--- src/hw/kc_pkg.sv ---
package kc_pkg;
   localparam int DATA_W = 8;
   localparam int OUT_W  = 20;
   localparam int PROD_W = 18;
   localparam int TAPS   = 9;
   localparam int IDX_W  = 4;
   localparam logic [IDX_W-1:0] LAST_IDX = 4'h8;

   // Configuration address codes
   localparam logic [2:0] ADR_LOAD_BANK0 = 3'h2;
   localparam logic [2:0] ADR_LOAD_BANK1 = 3'h3;
   localparam logic [2:0] ADR_LOAD_SETUP = 3'h4;
   localparam logic [2:0] ADR_SEL_BANK0  = 3'h5;
   localparam logic [2:0] ADR_SEL_BANK1  = 3'h6;

   // Setup word fields
   localparam int SET_FMT_BIT  = 0;
   localparam int SET_MODE_BIT = 1;
   localparam int SET_RND_LO   = 2;
   localparam logic [3:0] SETUP_RST = 4'h0;
   localparam logic [1:0] RND_NONE  = 2'h0;
   localparam logic [1:0] RND_16    = 2'h1;
   localparam logic [1:0] RND_8     = 2'h2;
   localparam logic [OUT_W-1:0] RND16_HALF = 20'h00008;
   localparam logic [OUT_W-1:0] RND16_MASK = 20'hFFFF0;
   localparam logic [OUT_W-1:0] RND8_HALF  = 20'h00800;
   localparam logic [OUT_W-1:0] RND8_MASK  = 20'hFF000;

   // Bus map (byte addresses)
   localparam logic [3:0] OFS_CFG_LOAD = 4'h0;
   localparam logic [3:0] OFS_STATUS   = 4'h4;
   localparam logic [3:0] OFS_FILTERED = 4'h8;
   localparam int CFG_ADR_LO = 8;
   localparam int ST_BANK    = 4;
   localparam int ST_IDX0_LO = 8;
   localparam int ST_IDX1_LO = 12;
   localparam int ST_HOLD    = 16;
   localparam logic [1:0] RESP_OKAY   = 2'h0;
   localparam logic [1:0] RESP_SLVERR = 2'h2;
endpackage

--- src/hw/kc_kern_if.sv ---
`timescale 1ns/1ps
interface kc_kern_if;
   import kc_pkg::*;
   logic                        wrEn;
   logic                        wrBank;
   logic [IDX_W-1:0]            wrIdx;
   logic [DATA_W-1:0]           wrData;
   logic                        selBank;
   logic [TAPS-1:0][DATA_W-1:0] coef;
   modport ctl   (output wrEn, wrBank, wrIdx, wrData, selBank, input coef);
   modport store (input wrEn, wrBank, wrIdx, wrData, selBank, output coef);
endinterface

--- src/hw/kc_kernel_convolver.sv ---
// Operation
// - Pause is sampled each clock edge; the next cycle the pixel datapath stops.
// - While paused, pixel inputs are ignored; output and state are kept.
// - Frame reset clears only the pause flag and the datapath registers; banks, setup, bank select and load pointers are kept.
// - The frame reset state lasts while the input stays high, clock or not.
// - Frame reset is taken asynchronously at any moment.
// - Two-dimensional output is nine coefficient times 3x3 neighbourhood products summed.
// - One result per pixel continues until frame end, then next frame restarts.
// - Frame reset clears the product stage and the filtered output register.
// - Switching the active bank does not stall the datapath.
// - With mode bit clear, nine successive samples form a 9-tap filter.
// - One-dimensional mode takes samples only from the first row bus.
// - One pixel is accepted on every clock cycle in which the datapath is not held.
// - Setup bit 0 selects signed format, bit 1 selects two-dimensional mode.
// - Setup bits 3:2 pick rounding: none, upper 16 bits, upper 8 bits.
// - Address 2,3 load banks, 4 setup, 5,6 select bank, others nothing.
// - Pin configuration data is captured on the rising edge of the load strobe.
`timescale 1ns/1ps
module kc_kernel_convolver
   import kc_pkg::*;
(
   input  wire logic              sys_clk,       // System clock, 20 MHz
   input  wire logic              reset,         // Sync reset, active high
   input  wire logic              frameReset,    // Async datapath clear, high
   input  wire logic              pause,         // Hold request, sys_clk domain
   input  wire logic [DATA_W-1:0] rowInFirst,    // Newest row pixels
   input  wire logic [DATA_W-1:0] rowInSecond,   // One line delayed
   input  wire logic [DATA_W-1:0] rowInThird,    // Two lines delayed
   output logic      [OUT_W-1:0]  filteredOut,   // Filtered result
   input  wire logic [DATA_W-1:0] coefBus,       // Configuration data pins
   input  wire logic [2:0]        cfgAddr,       // Configuration address pins
   input  wire logic              loadStrobe_n,  // Load strobe, active low
   input  wire logic [3:0]        s_axi_awaddr,  // Write address
   input  wire logic              s_axi_awvalid, // Write address valid
   output logic                   s_axi_awready, // Write address ready
   input  wire logic [31:0]       s_axi_wdata,   // Write data
   input  wire logic [3:0]        s_axi_wstrb,   // Write byte strobes
   input  wire logic              s_axi_wvalid,  // Write data valid
   output logic                   s_axi_wready,  // Write data ready
   output logic      [1:0]        s_axi_bresp,   // Write response
   output logic                   s_axi_bvalid,  // Write response valid
   input  wire logic              s_axi_bready,  // Write response ready
   input  wire logic [3:0]        s_axi_araddr,  // Read address
   input  wire logic              s_axi_arvalid, // Read address valid
   output logic                   s_axi_arready, // Read address ready
   output logic      [31:0]       s_axi_rdata,   // Read data
   output logic      [1:0]        s_axi_rresp,   // Read response
   output logic                   s_axi_rvalid,  // Read data valid
   input  wire logic              s_axi_rready   // Read data ready
);
   kc_kern_if kern ();

   logic                           hold_ff;
   logic [3:0]                     setupWord_ff;
   logic                           activeBank_ff;
   logic [IDX_W-1:0]               idx0_ff;
   logic [IDX_W-1:0]               idx1_ff;
   logic                           ldMeta_ff;
   logic                           ldSync_ff;
   logic                           ldPrev_ff;
   logic [10:0]                    cfgMeta_ff;
   logic [10:0]                    cfgSync_ff;
   logic                           pinEvt;
   logic                           busEvt;
   logic                           cfgEvt;
   logic [2:0]                     evtAddr;
   logic [DATA_W-1:0]              evtData;
   logic                           mode2d;
   logic                           fmtSigned;
   logic [1:0]                     rndMode;
   logic [TAPS-1:0][DATA_W-1:0]    tap_ff;
   logic [TAPS-1:0][DATA_W-1:0]    nxt_tap;
   logic [2:0][DATA_W-1:0]         rowBus;
   logic [TAPS-1:0][PROD_W-1:0]    prod_ff;
   logic [TAPS-1:0][PROD_W-1:0]    nxt_prod;
   logic [OUT_W-1:0]               sumAll;
   logic [OUT_W-1:0]               nxt_out;
   logic [OUT_W-1:0]               filteredOut_ff;
   logic                           awHave_ff;
   logic                           wHave_ff;
   logic [3:0]                     awAddr_ff;
   logic [31:0]                    wData_ff;
   logic [3:0]                     wStrb_ff;
   logic                           bValid_ff;
   logic [1:0]                     bResp_ff;
   logic                           rValid_ff;
   logic [31:0]                    rData_ff;
   logic [1:0]                     rResp_ff;

   function automatic logic signed [DATA_W:0] extend(input logic [DATA_W-1:0] v,
                                                    input logic            tc);
      extend = {tc & v[DATA_W-1], v};
   endfunction

   assign mode2d    = setupWord_ff[SET_MODE_BIT];
   assign fmtSigned = setupWord_ff[SET_FMT_BIT];
   assign rndMode   = setupWord_ff[SET_RND_LO +: 2];

   // *****************************************
   // Pause sampling
   // *****************************************
   always_ff @(posedge sys_clk or posedge frameReset) begin
      if (frameReset) begin
         hold_ff <= 1'b0;
      end else if (reset) begin
         hold_ff <= 1'b0;
      end else begin
         hold_ff <= pause;
      end
   end

   // *****************************************
   // Configuration pins
   // *****************************************
   // Strobe and address/data are all two-stage synchronised, so they
   // arrive together; data must stay put one clock after the strobe rises.
   always_ff @(posedge sys_clk) begin
      if (reset) begin
         ldMeta_ff  <= 1'b1;
         ldSync_ff  <= 1'b1;
         ldPrev_ff  <= 1'b1;
         cfgMeta_ff <= '0;
         cfgSync_ff <= '0;
      end else begin
         ldMeta_ff  <= loadStrobe_n;
         ldSync_ff  <= ldMeta_ff;
         ldPrev_ff  <= ldSync_ff;
         cfgMeta_ff <= {cfgAddr, coefBus};
         cfgSync_ff <= cfgMeta_ff;
      end
   end

   assign pinEvt  = ldSync_ff & ~ldPrev_ff;
   assign busEvt  = awHave_ff & wHave_ff & ~bValid_ff & ~pinEvt &
                    (awAddr_ff == OFS_CFG_LOAD) & (&wStrb_ff[1:0]);
   assign cfgEvt  = pinEvt | busEvt;
   assign evtAddr = pinEvt ? cfgSync_ff[10:8] : wData_ff[CFG_ADR_LO +: 3];
   assign evtData = pinEvt ? cfgSync_ff[7:0] : wData_ff[7:0];

   // *****************************************
   // Setup word and bank select
   // *****************************************
   // Only the system reset touches these; frame reset leaves them alone.
   always_ff @(posedge sys_clk) begin
      if (reset) begin
         setupWord_ff <= SETUP_RST;
      end else if (cfgEvt && evtAddr == ADR_LOAD_SETUP) begin
         setupWord_ff <= evtData[3:0];
      end
   end

   always_ff @(posedge sys_clk) begin
      if (reset) begin
         activeBank_ff <= 1'b0;
      end else if (cfgEvt && evtAddr == ADR_SEL_BANK0) begin
         activeBank_ff <= 1'b0;
      end else if (cfgEvt && evtAddr == ADR_SEL_BANK1) begin
         activeBank_ff <= 1'b1;
      end
   end

   // Coefficient pointers run A to I and wrap; a setup load restarts them.
   always_ff @(posedge sys_clk) begin
      if (reset) begin
         idx0_ff <= '0;
         idx1_ff <= '0;
      end else if (cfgEvt && evtAddr == ADR_LOAD_SETUP) begin
         idx0_ff <= '0;
         idx1_ff <= '0;
      end else if (cfgEvt && evtAddr == ADR_LOAD_BANK0) begin
         idx0_ff <= (idx0_ff == LAST_IDX) ? '0 : idx0_ff + 4'h1;
      end else if (cfgEvt && evtAddr == ADR_LOAD_BANK1) begin
         idx1_ff <= (idx1_ff == LAST_IDX) ? '0 : idx1_ff + 4'h1;
      end
   end

   assign kern.wrEn    = cfgEvt &&
                         (evtAddr == ADR_LOAD_BANK0 || evtAddr == ADR_LOAD_BANK1);
   assign kern.wrBank  = evtAddr[0];
   assign kern.wrIdx   = evtAddr[0] ? idx1_ff : idx0_ff;
   assign kern.wrData  = evtData;
   assign kern.selBank = activeBank_ff;

   kc_kernel_store u_store (
      .sys_clk (sys_clk),
      .reset   (reset),
      .kern    (kern)
   );

   // *****************************************
   // Pixel window
   // *****************************************
   // Tap 3r+c: row r (0 oldest line), column c (2 newest pixel)
   assign rowBus = {rowInFirst, rowInSecond, rowInThird};

   for (genvar j = 0; j < TAPS; j++) begin : g_tap
      if (j == TAPS - 1) begin : g_head
         assign nxt_tap[j] = rowInFirst;
      end else if (j % 3 == 2) begin : g_row
         assign nxt_tap[j] = mode2d ? rowBus[j/3] : tap_ff[j+1];
      end else begin : g_shift
         assign nxt_tap[j] = tap_ff[j+1];
      end
      assign nxt_prod[j] = PROD_W'(extend(kern.coef[j], fmtSigned) *
                                  extend(tap_ff[j], fmtSigned));
   end

   always_ff @(posedge sys_clk or posedge frameReset) begin
      if (frameReset) begin
         tap_ff <= '0;
      end else if (reset) begin
         tap_ff <= '0;
      end else if (!hold_ff) begin
         tap_ff <= nxt_tap;
      end
   end

   // *****************************************
   // Multiplier stage and adder
   // *****************************************
   always_ff @(posedge sys_clk or posedge frameReset) begin
      if (frameReset) begin
         prod_ff <= '0;
      end else if (reset) begin
         prod_ff <= '0;
      end else if (!hold_ff) begin
         prod_ff <= nxt_prod;
      end
   end

   // Twenty bits hold nine full-scale products, so no overflow either way
   always_comb begin
      sumAll = '0;
      for (int k = 0; k < TAPS; k++) begin
         sumAll = sumAll + {{(OUT_W-PROD_W){prod_ff[k][PROD_W-1] & fmtSigned}},
                            prod_ff[k]};
      end
   end

   // Invalid rounding code passes the full result through
   always_comb begin
      unique case (rndMode)
         RND_16:  nxt_out = (sumAll + RND16_HALF) & RND16_MASK;
         RND_8:   nxt_out = (sumAll + RND8_HALF) & RND8_MASK;
         default: nxt_out = sumAll;
      endcase
   end

   always_ff @(posedge sys_clk or posedge frameReset) begin
      if (frameReset) begin
         filteredOut_ff <= '0;
      end else if (reset) begin
         filteredOut_ff <= '0;
      end else if (!hold_ff) begin
         filteredOut_ff <= nxt_out;
      end
   end

   assign filteredOut = filteredOut_ff;

   // *****************************************
   // AXI4-Lite slave
   // *****************************************
   always_ff @(posedge sys_clk) begin
      if (reset) begin
         awHave_ff <= 1'b0;
         awAddr_ff <= '0;
      end else if (s_axi_awvalid && s_axi_awready) begin
         awHave_ff <= 1'b1;
         awAddr_ff <= s_axi_awaddr;
      end else if (awHave_ff && wHave_ff && !bValid_ff && !pinEvt) begin
         awHave_ff <= 1'b0;
      end
   end

   always_ff @(posedge sys_clk) begin
      if (reset) begin
         wHave_ff <= 1'b0;
         wData_ff <= '0;
         wStrb_ff <= '0;
      end else if (s_axi_wvalid && s_axi_wready) begin
         wHave_ff <= 1'b1;
         wData_ff <= s_axi_wdata;
         wStrb_ff <= s_axi_wstrb;
      end else if (awHave_ff && wHave_ff && !bValid_ff && !pinEvt) begin
         wHave_ff <= 1'b0;
      end
   end

   // A pin load in the same cycle delays the bus write by one clock
   always_ff @(posedge sys_clk) begin
      if (reset) begin
         bValid_ff <= 1'b0;
         bResp_ff  <= RESP_OKAY;
      end else if (awHave_ff && wHave_ff && !bValid_ff && !pinEvt) begin
         bValid_ff <= 1'b1;
         bResp_ff  <= (awAddr_ff == OFS_CFG_LOAD) ? RESP_OKAY : RESP_SLVERR;
      end else if (s_axi_bready) begin
         bValid_ff <= 1'b0;
      end
   end

   always_ff @(posedge sys_clk) begin
      if (reset) begin
         rValid_ff <= 1'b0;
         rData_ff  <= '0;
         rResp_ff  <= RESP_OKAY;
      end else if (s_axi_arvalid && s_axi_arready) begin
         rValid_ff <= 1'b1;
         rResp_ff  <= RESP_OKAY;
         unique case (s_axi_araddr)
            OFS_STATUS: begin
               rData_ff <= {15'h0000, hold_ff, idx1_ff, idx0_ff, 3'h0,
                            activeBank_ff, setupWord_ff};
            end
            OFS_FILTERED: begin
               rData_ff <= {12'h000, filteredOut_ff};
            end
            default: begin
               rData_ff <= '0;
               rResp_ff <= RESP_SLVERR;
            end
         endcase
      end else if (s_axi_rready) begin
         rValid_ff <= 1'b0;
      end
   end

   assign s_axi_awready = !awHave_ff && !bValid_ff;
   assign s_axi_wready  = !wHave_ff && !bValid_ff;
   assign s_axi_bvalid  = bValid_ff;
   assign s_axi_bresp   = bResp_ff;
   assign s_axi_arready = !rValid_ff;
   assign s_axi_rvalid  = rValid_ff;
   assign s_axi_rdata   = rData_ff;
   assign s_axi_rresp   = rResp_ff;

   // *****************************************
   // Checks
   // *****************************************
   property p_hold_out;
      @(posedge sys_clk) disable iff (reset || frameReset)
      pause |=> ##1 $stable(filteredOut_ff);
   endproperty
   a_hold_out: assert property (p_hold_out)
      else $error("output moved in the cycle after pause");

   property p_hold_taps;
      @(posedge sys_clk) disable iff (reset || frameReset)
      hold_ff |=> $stable(tap_ff) && $stable(prod_ff);
   endproperty
   a_hold_taps: assert property (p_hold_taps)
      else $error("datapath state changed while held");

   property p_frame_clear;
      @(posedge sys_clk) disable iff (reset)
      frameReset |-> filteredOut_ff == '0 && prod_ff == '0 && tap_ff == '0;
   endproperty
   a_frame_clear: assert property (p_frame_clear)
      else $error("datapath not clear during frame reset");

   property p_frame_keep;
      @(posedge sys_clk) disable iff (reset)
      frameReset && !cfgEvt |=> $stable(setupWord_ff) && $stable(activeBank_ff);
   endproperty
   a_frame_keep: assert property (p_frame_keep)
      else $error("frame reset disturbed the configuration");

   property p_one_dim;
      @(posedge sys_clk) disable iff (reset || frameReset)
      !mode2d && !hold_ff ##1 !mode2d && !hold_ff |=> tap_ff[TAPS-2] == $past(rowInFirst, 2);
   endproperty
   a_one_dim: assert property (p_one_dim)
      else $error("sample not two taps down the delay line");

   property p_sel_bank;
      @(posedge sys_clk) disable iff (reset)
      cfgEvt && evtAddr == ADR_SEL_BANK1 |=> activeBank_ff ##1 kern.coef == $past(u_store.bank1_ff);
   endproperty
   a_sel_bank: assert property (p_sel_bank)
      else $error("bank 1 select not applied");

   property p_round8;
      @(posedge sys_clk) disable iff (reset || frameReset)
      !hold_ff && rndMode == RND_8 |=> filteredOut_ff[11:0] == 12'h000;
   endproperty
   a_round8: assert property (p_round8)
      else $error("low bits not cleared by 8-bit rounding");

   property p_pin_setup;
      @(posedge sys_clk) disable iff (reset)
      pinEvt && cfgSync_ff[10:8] == ADR_LOAD_SETUP |=> setupWord_ff == $past(cfgSync_ff[3:0]);
   endproperty
   a_pin_setup: assert property (p_pin_setup)
      else $error("setup word not taken on strobe release");

   property p_reset_bank;
      @(posedge sys_clk) $fell(reset) |-> !activeBank_ff;
   endproperty
   a_reset_bank: assert property (p_reset_bank)
      else $error("bank 0 not active after reset");
endmodule

--- src/hw/kc_kernel_store.sv ---
`timescale 1ns/1ps
module kc_kernel_store
   import kc_pkg::*;
(
   input  wire logic sys_clk, // System clock
   input  wire logic reset,   // Sync reset, active high
   kc_kern_if.store  kern     // Write port and active coefficients
);
   logic [TAPS-1:0][DATA_W-1:0] bank0_ff;
   logic [TAPS-1:0][DATA_W-1:0] bank1_ff;
   logic [TAPS-1:0][DATA_W-1:0] coef_ff;

   // ***************************************
   // Banks, untouched by frame reset
   // ***************************************
   always_ff @(posedge sys_clk) begin
      if (reset) begin
         bank0_ff <= '0;
         bank1_ff <= '0;
      end else if (kern.wrEn && kern.wrIdx <= LAST_IDX) begin
         if (kern.wrBank) begin
            bank1_ff[kern.wrIdx] <= kern.wrData;
         end else begin
            bank0_ff[kern.wrIdx] <= kern.wrData;
         end
      end
   end

   // Exactly one bank feeds the multipliers; read is registered
   always_ff @(posedge sys_clk) begin
      if (reset) begin
         coef_ff <= '0;
      end else begin
         coef_ff <= kern.selBank ? bank1_ff : bank0_ff;
      end
   end

   assign kern.coef = coef_ff;

   property p_bank_route;
      @(posedge sys_clk) disable iff (reset)
      ##1 1'b1 |-> coef_ff == ($past(kern.selBank) ? $past(bank1_ff) : $past(bank0_ff));
   endproperty
   a_bank_route: assert property (p_bank_route)
      else $error("active coefficients not from the selected bank");
endmodule

--- config.mk ---
export PLATFORM = sky130hd
export DESIGN_NAME = kc_kernel_convolver
export DESIGN_NICKNAME = d
export VERILOG_FILES = /design/src/hw/kc_pkg.sv /design/src/hw/kc_kern_if.sv /design/src/hw/kc_kernel_convolver.sv /design/src/hw/kc_kernel_store.sv
export SDC_FILE = /design/constraint.sdc
export NUM_CORES = 2
export LEC_CHECK = 0
export ABC_AREA = 0
export BUFFER_PORTS_ARGS = -buffer_cell sky130_fd_sc_hd__buf_4
export CAP_MARGIN = 30
export CELL_PAD_IN_SITES_DETAIL_PLACEMENT = 1
export CELL_PAD_IN_SITES_GLOBAL_PLACEMENT = 1
export CORE_ASPECT_RATIO = 1.5
export CORE_MARGIN = 2
export CORE_UTILIZATION = 50
export DETAILED_ROUTE_END_ITERATION = 8
export PLACE_DENSITY_LB_ADDON = 0.2
export SYNTH_ARGS = -nofsm -noshare
export SYNTH_HDL_FRONTEND = slang
export SYNTH_SLANG_ARGS = --single-unit
--- constraint.sdc ---
create_clock -name sys_clk -period 21 [get_ports sys_clk]
set_input_delay 4.2 -clock sys_clk [delete_from_list [all_inputs] [get_ports sys_clk]]
set_output_delay 4.2 -clock sys_clk [all_outputs]
set_load 0.05 [all_outputs]
### After elaboration in Yosys (flattened, before gate mapping)

Index checks and enable logic that the tools add are counted.

* output and inout port bits: 61
* bits in registers: 566
* logic and storage cells: 205

* add/subtract/negate cells: 12
* $mul: 9
* bitwise operators: 39
* reduce and logical (&&, ||, !) cells: 34
* muxes and demuxes: 30
* $lt $le $gt $ge: 3
* equality and inequality tests: 12

Operators by type and width (number)
* $mux 162: 2
* $mux 72: 3
* $mul 9x9->18: 9
* $bwmux 72: 2
* $add 20x20->20: 7
* $pmux 20 s2: 2
* $mux 20: 2
* $and 1x1->1: 33
* $demux 8 s4: 1
* $mux 8: 4
* $add 19x19->20: 1
* $add 20x12->20 const B: 1
* $add 20x4->20 const B: 1
* $logic_and 1x1->1: 16
* $eq 4x4->1 const B: 3
* $mux 4: 3
* $eq 3x3->1 const B: 3
* $add 4x1->4 const B: 2
* $mux 1: 8
* $reduce_and 2->1: 4
* $reduce_bool 2->1: 4
* $eq 3x2->1 const B: 2
* $reduce_or 2->1: 3
* $logic_not 1->1: 5
* other kinds (13): 18

### Depth between registers and ports, before layout

* depth after elaboration: 13
* gate-level depth with buffers: 22
* mapped depth without buffers: 21

### Modules after synthesis

A second synthesis with hierarchy kept.

* cells, all modules: 5543
* area total of the unflattened synthesis: 52909.5 um2

By module, submodules not included
* kc_kernel_convolver: times used 1, area each 44691.6 um2, cells an instance 4801, seq. area each 8002.7 um2
* kc_kernel_store: times used 1, area each 8217.9 um2, cells an instance 742, seq. area each 4324.1 um2

### Worst setup path before layout

No wires, ideal clock.

* path kind: in2reg
* start point: in s_axi_araddr[3]
* end point: reg rResp_ff[1], in the netlist s_axi_rresp[1]
* data arrival time: 5.364 ns
* data required time: 20.872 ns
* path buffers: 1
* path slack: 15.509 ns
* stages on the path: 5
* setup time: 0.128 ns
* path through: nor4b_1 > clkbuf_1 > nor3_1 > a21oi_1 > nor2_1

* longest elaborated chain between the ends: 3

Ends and longest elaborated chain
* start: declaration: line kc_kernel_convolver.sv:43 `input wire logic [3:0] s_axi_araddr,`
* $eq 4x4->1 / $eq 4x3->1 (equally long branches): line kc_kernel_convolver.sv:311 `unique case (s_axi_araddr)`
* $reduce_or 2->1 (no source line) (*)
* $mux 2 (*): line kc_kernel_convolver.sv:311
* end signal: assignment: line kc_kernel_convolver.sv:307 `rResp_ff <= RESP_OKAY;`
* end signal: assignment: line kc_kernel_convolver.sv:310 `rResp_ff <= RESP_OKAY;`
* end signal: assignment: line kc_kernel_convolver.sv:321 `rResp_ff <= RESP_SLVERR;`
* end: declaration: line kc_kernel_convolver.sv:88 `logic [1:0] rResp_ff;`

Mark *: on every way between the ends. The rest lies on a longest branch, timed or not.
A chain may end at the register's enable or synchronous reset.

### Worst setup path after layout

* start point: reg setupWord_ff[0]
* end point: reg prod_ff[142] (netlist name)

* longest elaborated chain between the ends: 4

Ends and longest elaborated chain
* start: declaration: line kc_kernel_convolver.sv:54 `logic [3:0] setupWord_ff;`
* start signal: assignment: line kc_kernel_convolver.sv:148 `setupWord_ff <= evtData[3:0];`
* $and 1x1->1: line kc_kernel_convolver.sv:92 `extend = {tc & v[DATA_W-1], v};`
* $mul 9x9->18 (*): line kc_kernel_convolver.sv:204 `assign nxt_prod[j] = PROD_W'(extend(kern.coef[j], fmtSigned) *`
* $mux 162 (*): line kc_kernel_convolver.sv:226 `end else if (!hold_ff) begin`
* $mux 162 (*): line kc_kernel_convolver.sv:224 `end else if (reset) begin`
* end signal: assignment: line kc_kernel_convolver.sv:227 `prod_ff <= nxt_prod;`
* end: declaration: line kc_kernel_convolver.sv:74 `logic [TAPS-1:0][PROD_W-1:0] prod_ff;`

Mark *: on every way between the ends. The rest lies on a longest branch, timed or not. The select of a mux whose other input is x is not followed.

==> metrics.yaml <==
outcome: "finished, final reports clean"
drc: 0
start_util: 0.505
totalWireLength_mm: 150
dieArea_um2: 108000
p_leak_nw: 25.5
utilization: 0.543
vias: 38319
maxSlewViolCount: 0
io_buffers: 112
avgRoutedWirePerCell_um: 21.6
antenna_cells: 0
yosys_warnings: 0
fin_nets: 6712
avgSynthCellArea_um2: 9.42
fin_crit_sh: 0.311
place_congestion: 0.873
synthTopCellsByArea: "fa_1, dfrtp_1, dfxtp_1"
r2r_cells: 16
p_total_mw: 2.35
crit_path_max_fanout: 43
r2r_slack_ps: 14460
report.final.hold_viol_count: 0
gr-total-overflow: 0
synth-edff-count: 0
ir_drop_mv: 0.0825
async_flop_share: 0.462
cts.path.max_buffers: 3
cts_tree: "done"
htreeDepth: 2
grt_pass1_wl_mm: 240
dr.pass1.iters: 5
die_h_um: 401
core_area_um2: 104000
rsz0062_at_grt: "false"
cts_sinks: 552
syn-cell-area_um2: 52600
place_ws_ps: 14480
start_kind: "flop"
grt_usage: 0.288
ys_seq_elements: 552
synth.distinct_cells: 90
std_cell_rows: 145
holdPathStages: 1
grt_pass1_vias: 43713
vias_per_cell: 5.52
worst_slew_pin_slew_ps: 997
postCtsSetupRepairBufs: 0
drt_iter0_drc: 1532
cp.required_ps: 21570
timing.final.ws_setup_ps: 14460
regArea_um2: 12300
post-synth-top-area-cell: "fa_1"
relSlewSlack: 0.332
cts_made_buffers: 58
ant_nets: 0
clock_skew_ps: 32.5
r2r-end: "prod_ff[142]$_DFFE_PP0P_"
multi_input_area_um2: 35900
setup_tns_ps: 0
ys.flop_type: "dfxtp_1"
crit_type: "flop to flop"
cts_resized: 0
seq_area_frac_synth: 0.234
critPathCaptureType: "flop"
chipWidth_um: 269
min_period_ps: 6540
clk_latency_ps: 660
fmax_ghz: 0.153
fillers: 11947
clkTransAtPathRegs_ps: 70
hold_start: "ldMeta_ff$_SDFF_PP1_"
syn2layout_area_growth_pct: 7.60
hp-class: "flop to flop"
antenna_found_initial: 1
drive_gt1_frac: 0.0608
grt_max_degree: 190
drv_cap: 0
cts_hold_buffers: 0
synthCells: 5580
arrival_ps: 7110
r2r_start: "setupWord_ff[0]$_SDFFE_PP0P_"
synth_top_cell_area_share: 0.289
post-dp-hpwl_mm: 118
io_pins: 150
cts-root-buf: "clkbuf_16"
setup_violations: 0
powerDensity_nw_per_um2: 41.5
worstHoldEndpoint: "ldSync_ff$_SDFF_PP1_"
## report_power, final
part / switching (mW) / internal (mW) / leakage [nW]
clock network: 0.479 / 0.649 / 1.01
logic: 0.0981 / 0.0356 / 18.6
registers: 0.0190 / 1.06 / 5.95
## layout by cell type (no fill, tap or decap), types with 37 or more instances in the layout
master / synthesis / final
inv_1: 867 / 865
fa_1: 759 / 759
nand2_1: 561 / 561
nor2_1: 471 / 465
ha_1: 370 / 370
dfxtp_1: 297 / 294
and2_1: 256 / 256
dfrtp_1: 255 / 254
mux2i_1: 211 / 203
a21oi_1: 202 / 202
buf_4: 17 / 148
xnor2_1: 139 / 139
a211oi_1: 126 / 126
o21ai_0: 92 / 92
nand2b_1: 79 / 79
nand3_1: 72 / 72
clkbuf_16: 0 / 60
nor3_1: 58 / 58
and3_1: 50 / 50
nor2b_1: 47 / 46
xor2_1: 41 / 41
a311oi_1: 38 / 38
a21o_1: 37 / 37
## cell usage after synthesis (38+ instances only)
cell / n
a311oi_1: 38
xnor2_1: 139
ha_1: 370
and3_1: 50
nor3_1: 58
nand2b_1: 79
xor2_1: 41
nand3_1: 72
inv_1: 867
nor2b_1: 47
dfxtp_1: 297
a21oi_1: 202
o21ai_0: 92
a211oi_1: 126
mux2i_1: 211
dfrtp_1: 255
and2_1: 256
clkbuf_1: 277
fa_1: 759
nor2_1: 471
nand2_1: 561
## state kept, by name, summed over array words and instances (netlist names), 2 cells and up
name	count
cfgSync_ff	11
filteredOut	20
u_store.bank0_ff	72
s_axi_rdata	20
idx0_ff	4
awAddr_ff	4
idx1_ff	4
wStrb_ff	2
prod_ff	162
cfgMeta_ff	11
wData_ff	11
u_store.bank1_ff	72
setupWord_ff	4
nxt_tap	48
tap_ff	24
u_store.kern.coef	72
## kinds of logic after synthesis
| kind of cell | synth area share |
|---|---|
| AND/OR/NAND/NOR | 0.149 |
| buffers and inverters | 0.0864 |
| adder cells (fa/ha/maj) | 0.377 |
| AO/OA/AOI/OAI | 0.0811 |
| flip-flops | 0.234 |
| multiplexers | 0.0406 |
| XOR/XNOR | 0.0308 |
| other | 0.0000713 |
## layout make-up
class	count	area share
clock buffers	77	0.0294
well taps	1396	0.0309
clock inverters	33	0.00714
multi-input cells	3855	0.634
flip-flops and latches	552	0.218
repair buffers	160	0.0227
inverters	867	0.0577
## routing by layer
layer,vias to the layer above,wire [um],GRT usage
met3,303,4290,0.0272
met2,670,80900,0.539
li1,17355,-,-
met1,19991,55700,0.319
met4,0,9080,0.150
met5,-,0,0
## how the worst max path moves through the flow
stage | from | to | slack (ps)
finish | setupWord_ff[0]$_SDFFE_PP0P_ | prod_ff[142]$_DFFE_PP0P_ | 14460
global placement | frameReset | tap_ff[5]$_DFFE_PP0P_ | 14530
CTS | setupWord_ff[0]$_SDFFE_PP0P_ | prod_ff[142]$_DFFE_PP0P_ | 14430
detailed placement | frameReset | tap_ff[5]$_DFFE_PP0P_ | 14480
global route | setupWord_ff[0]$_SDFFE_PP0P_ | prod_ff[142]$_DFFE_PP0P_ | 14210
floorplan | frameReset | filteredOut[0]$_DFFE_PP0P_ | 9790
## stage by stage
stage,cell area (um2),hold WS [ps],std cells
CTS,56500,404,6938
global route,56600,421,6940
floorplan,52600,389,5593
finish,56600,402,6940
global placement,54300,392,6817
detailed placement,54500,397,6828
## worst max-delay path: stages (launching register included)
cell	delay, ps
dfxtp_4	730
buf_4	550
and2_1	470
nand2b_1	130
fa_1	460
fa_1	500
inv_1	60
fa_1	500
fa_1	450
fa_1	480
ha_1	340
a21oi_1	250
o21ai_0	190
a41oi_1	330
a211oi_1	140
xnor2_1	610
a22o_1	220
No activity file was read; power rests on OpenSTA's default activity.
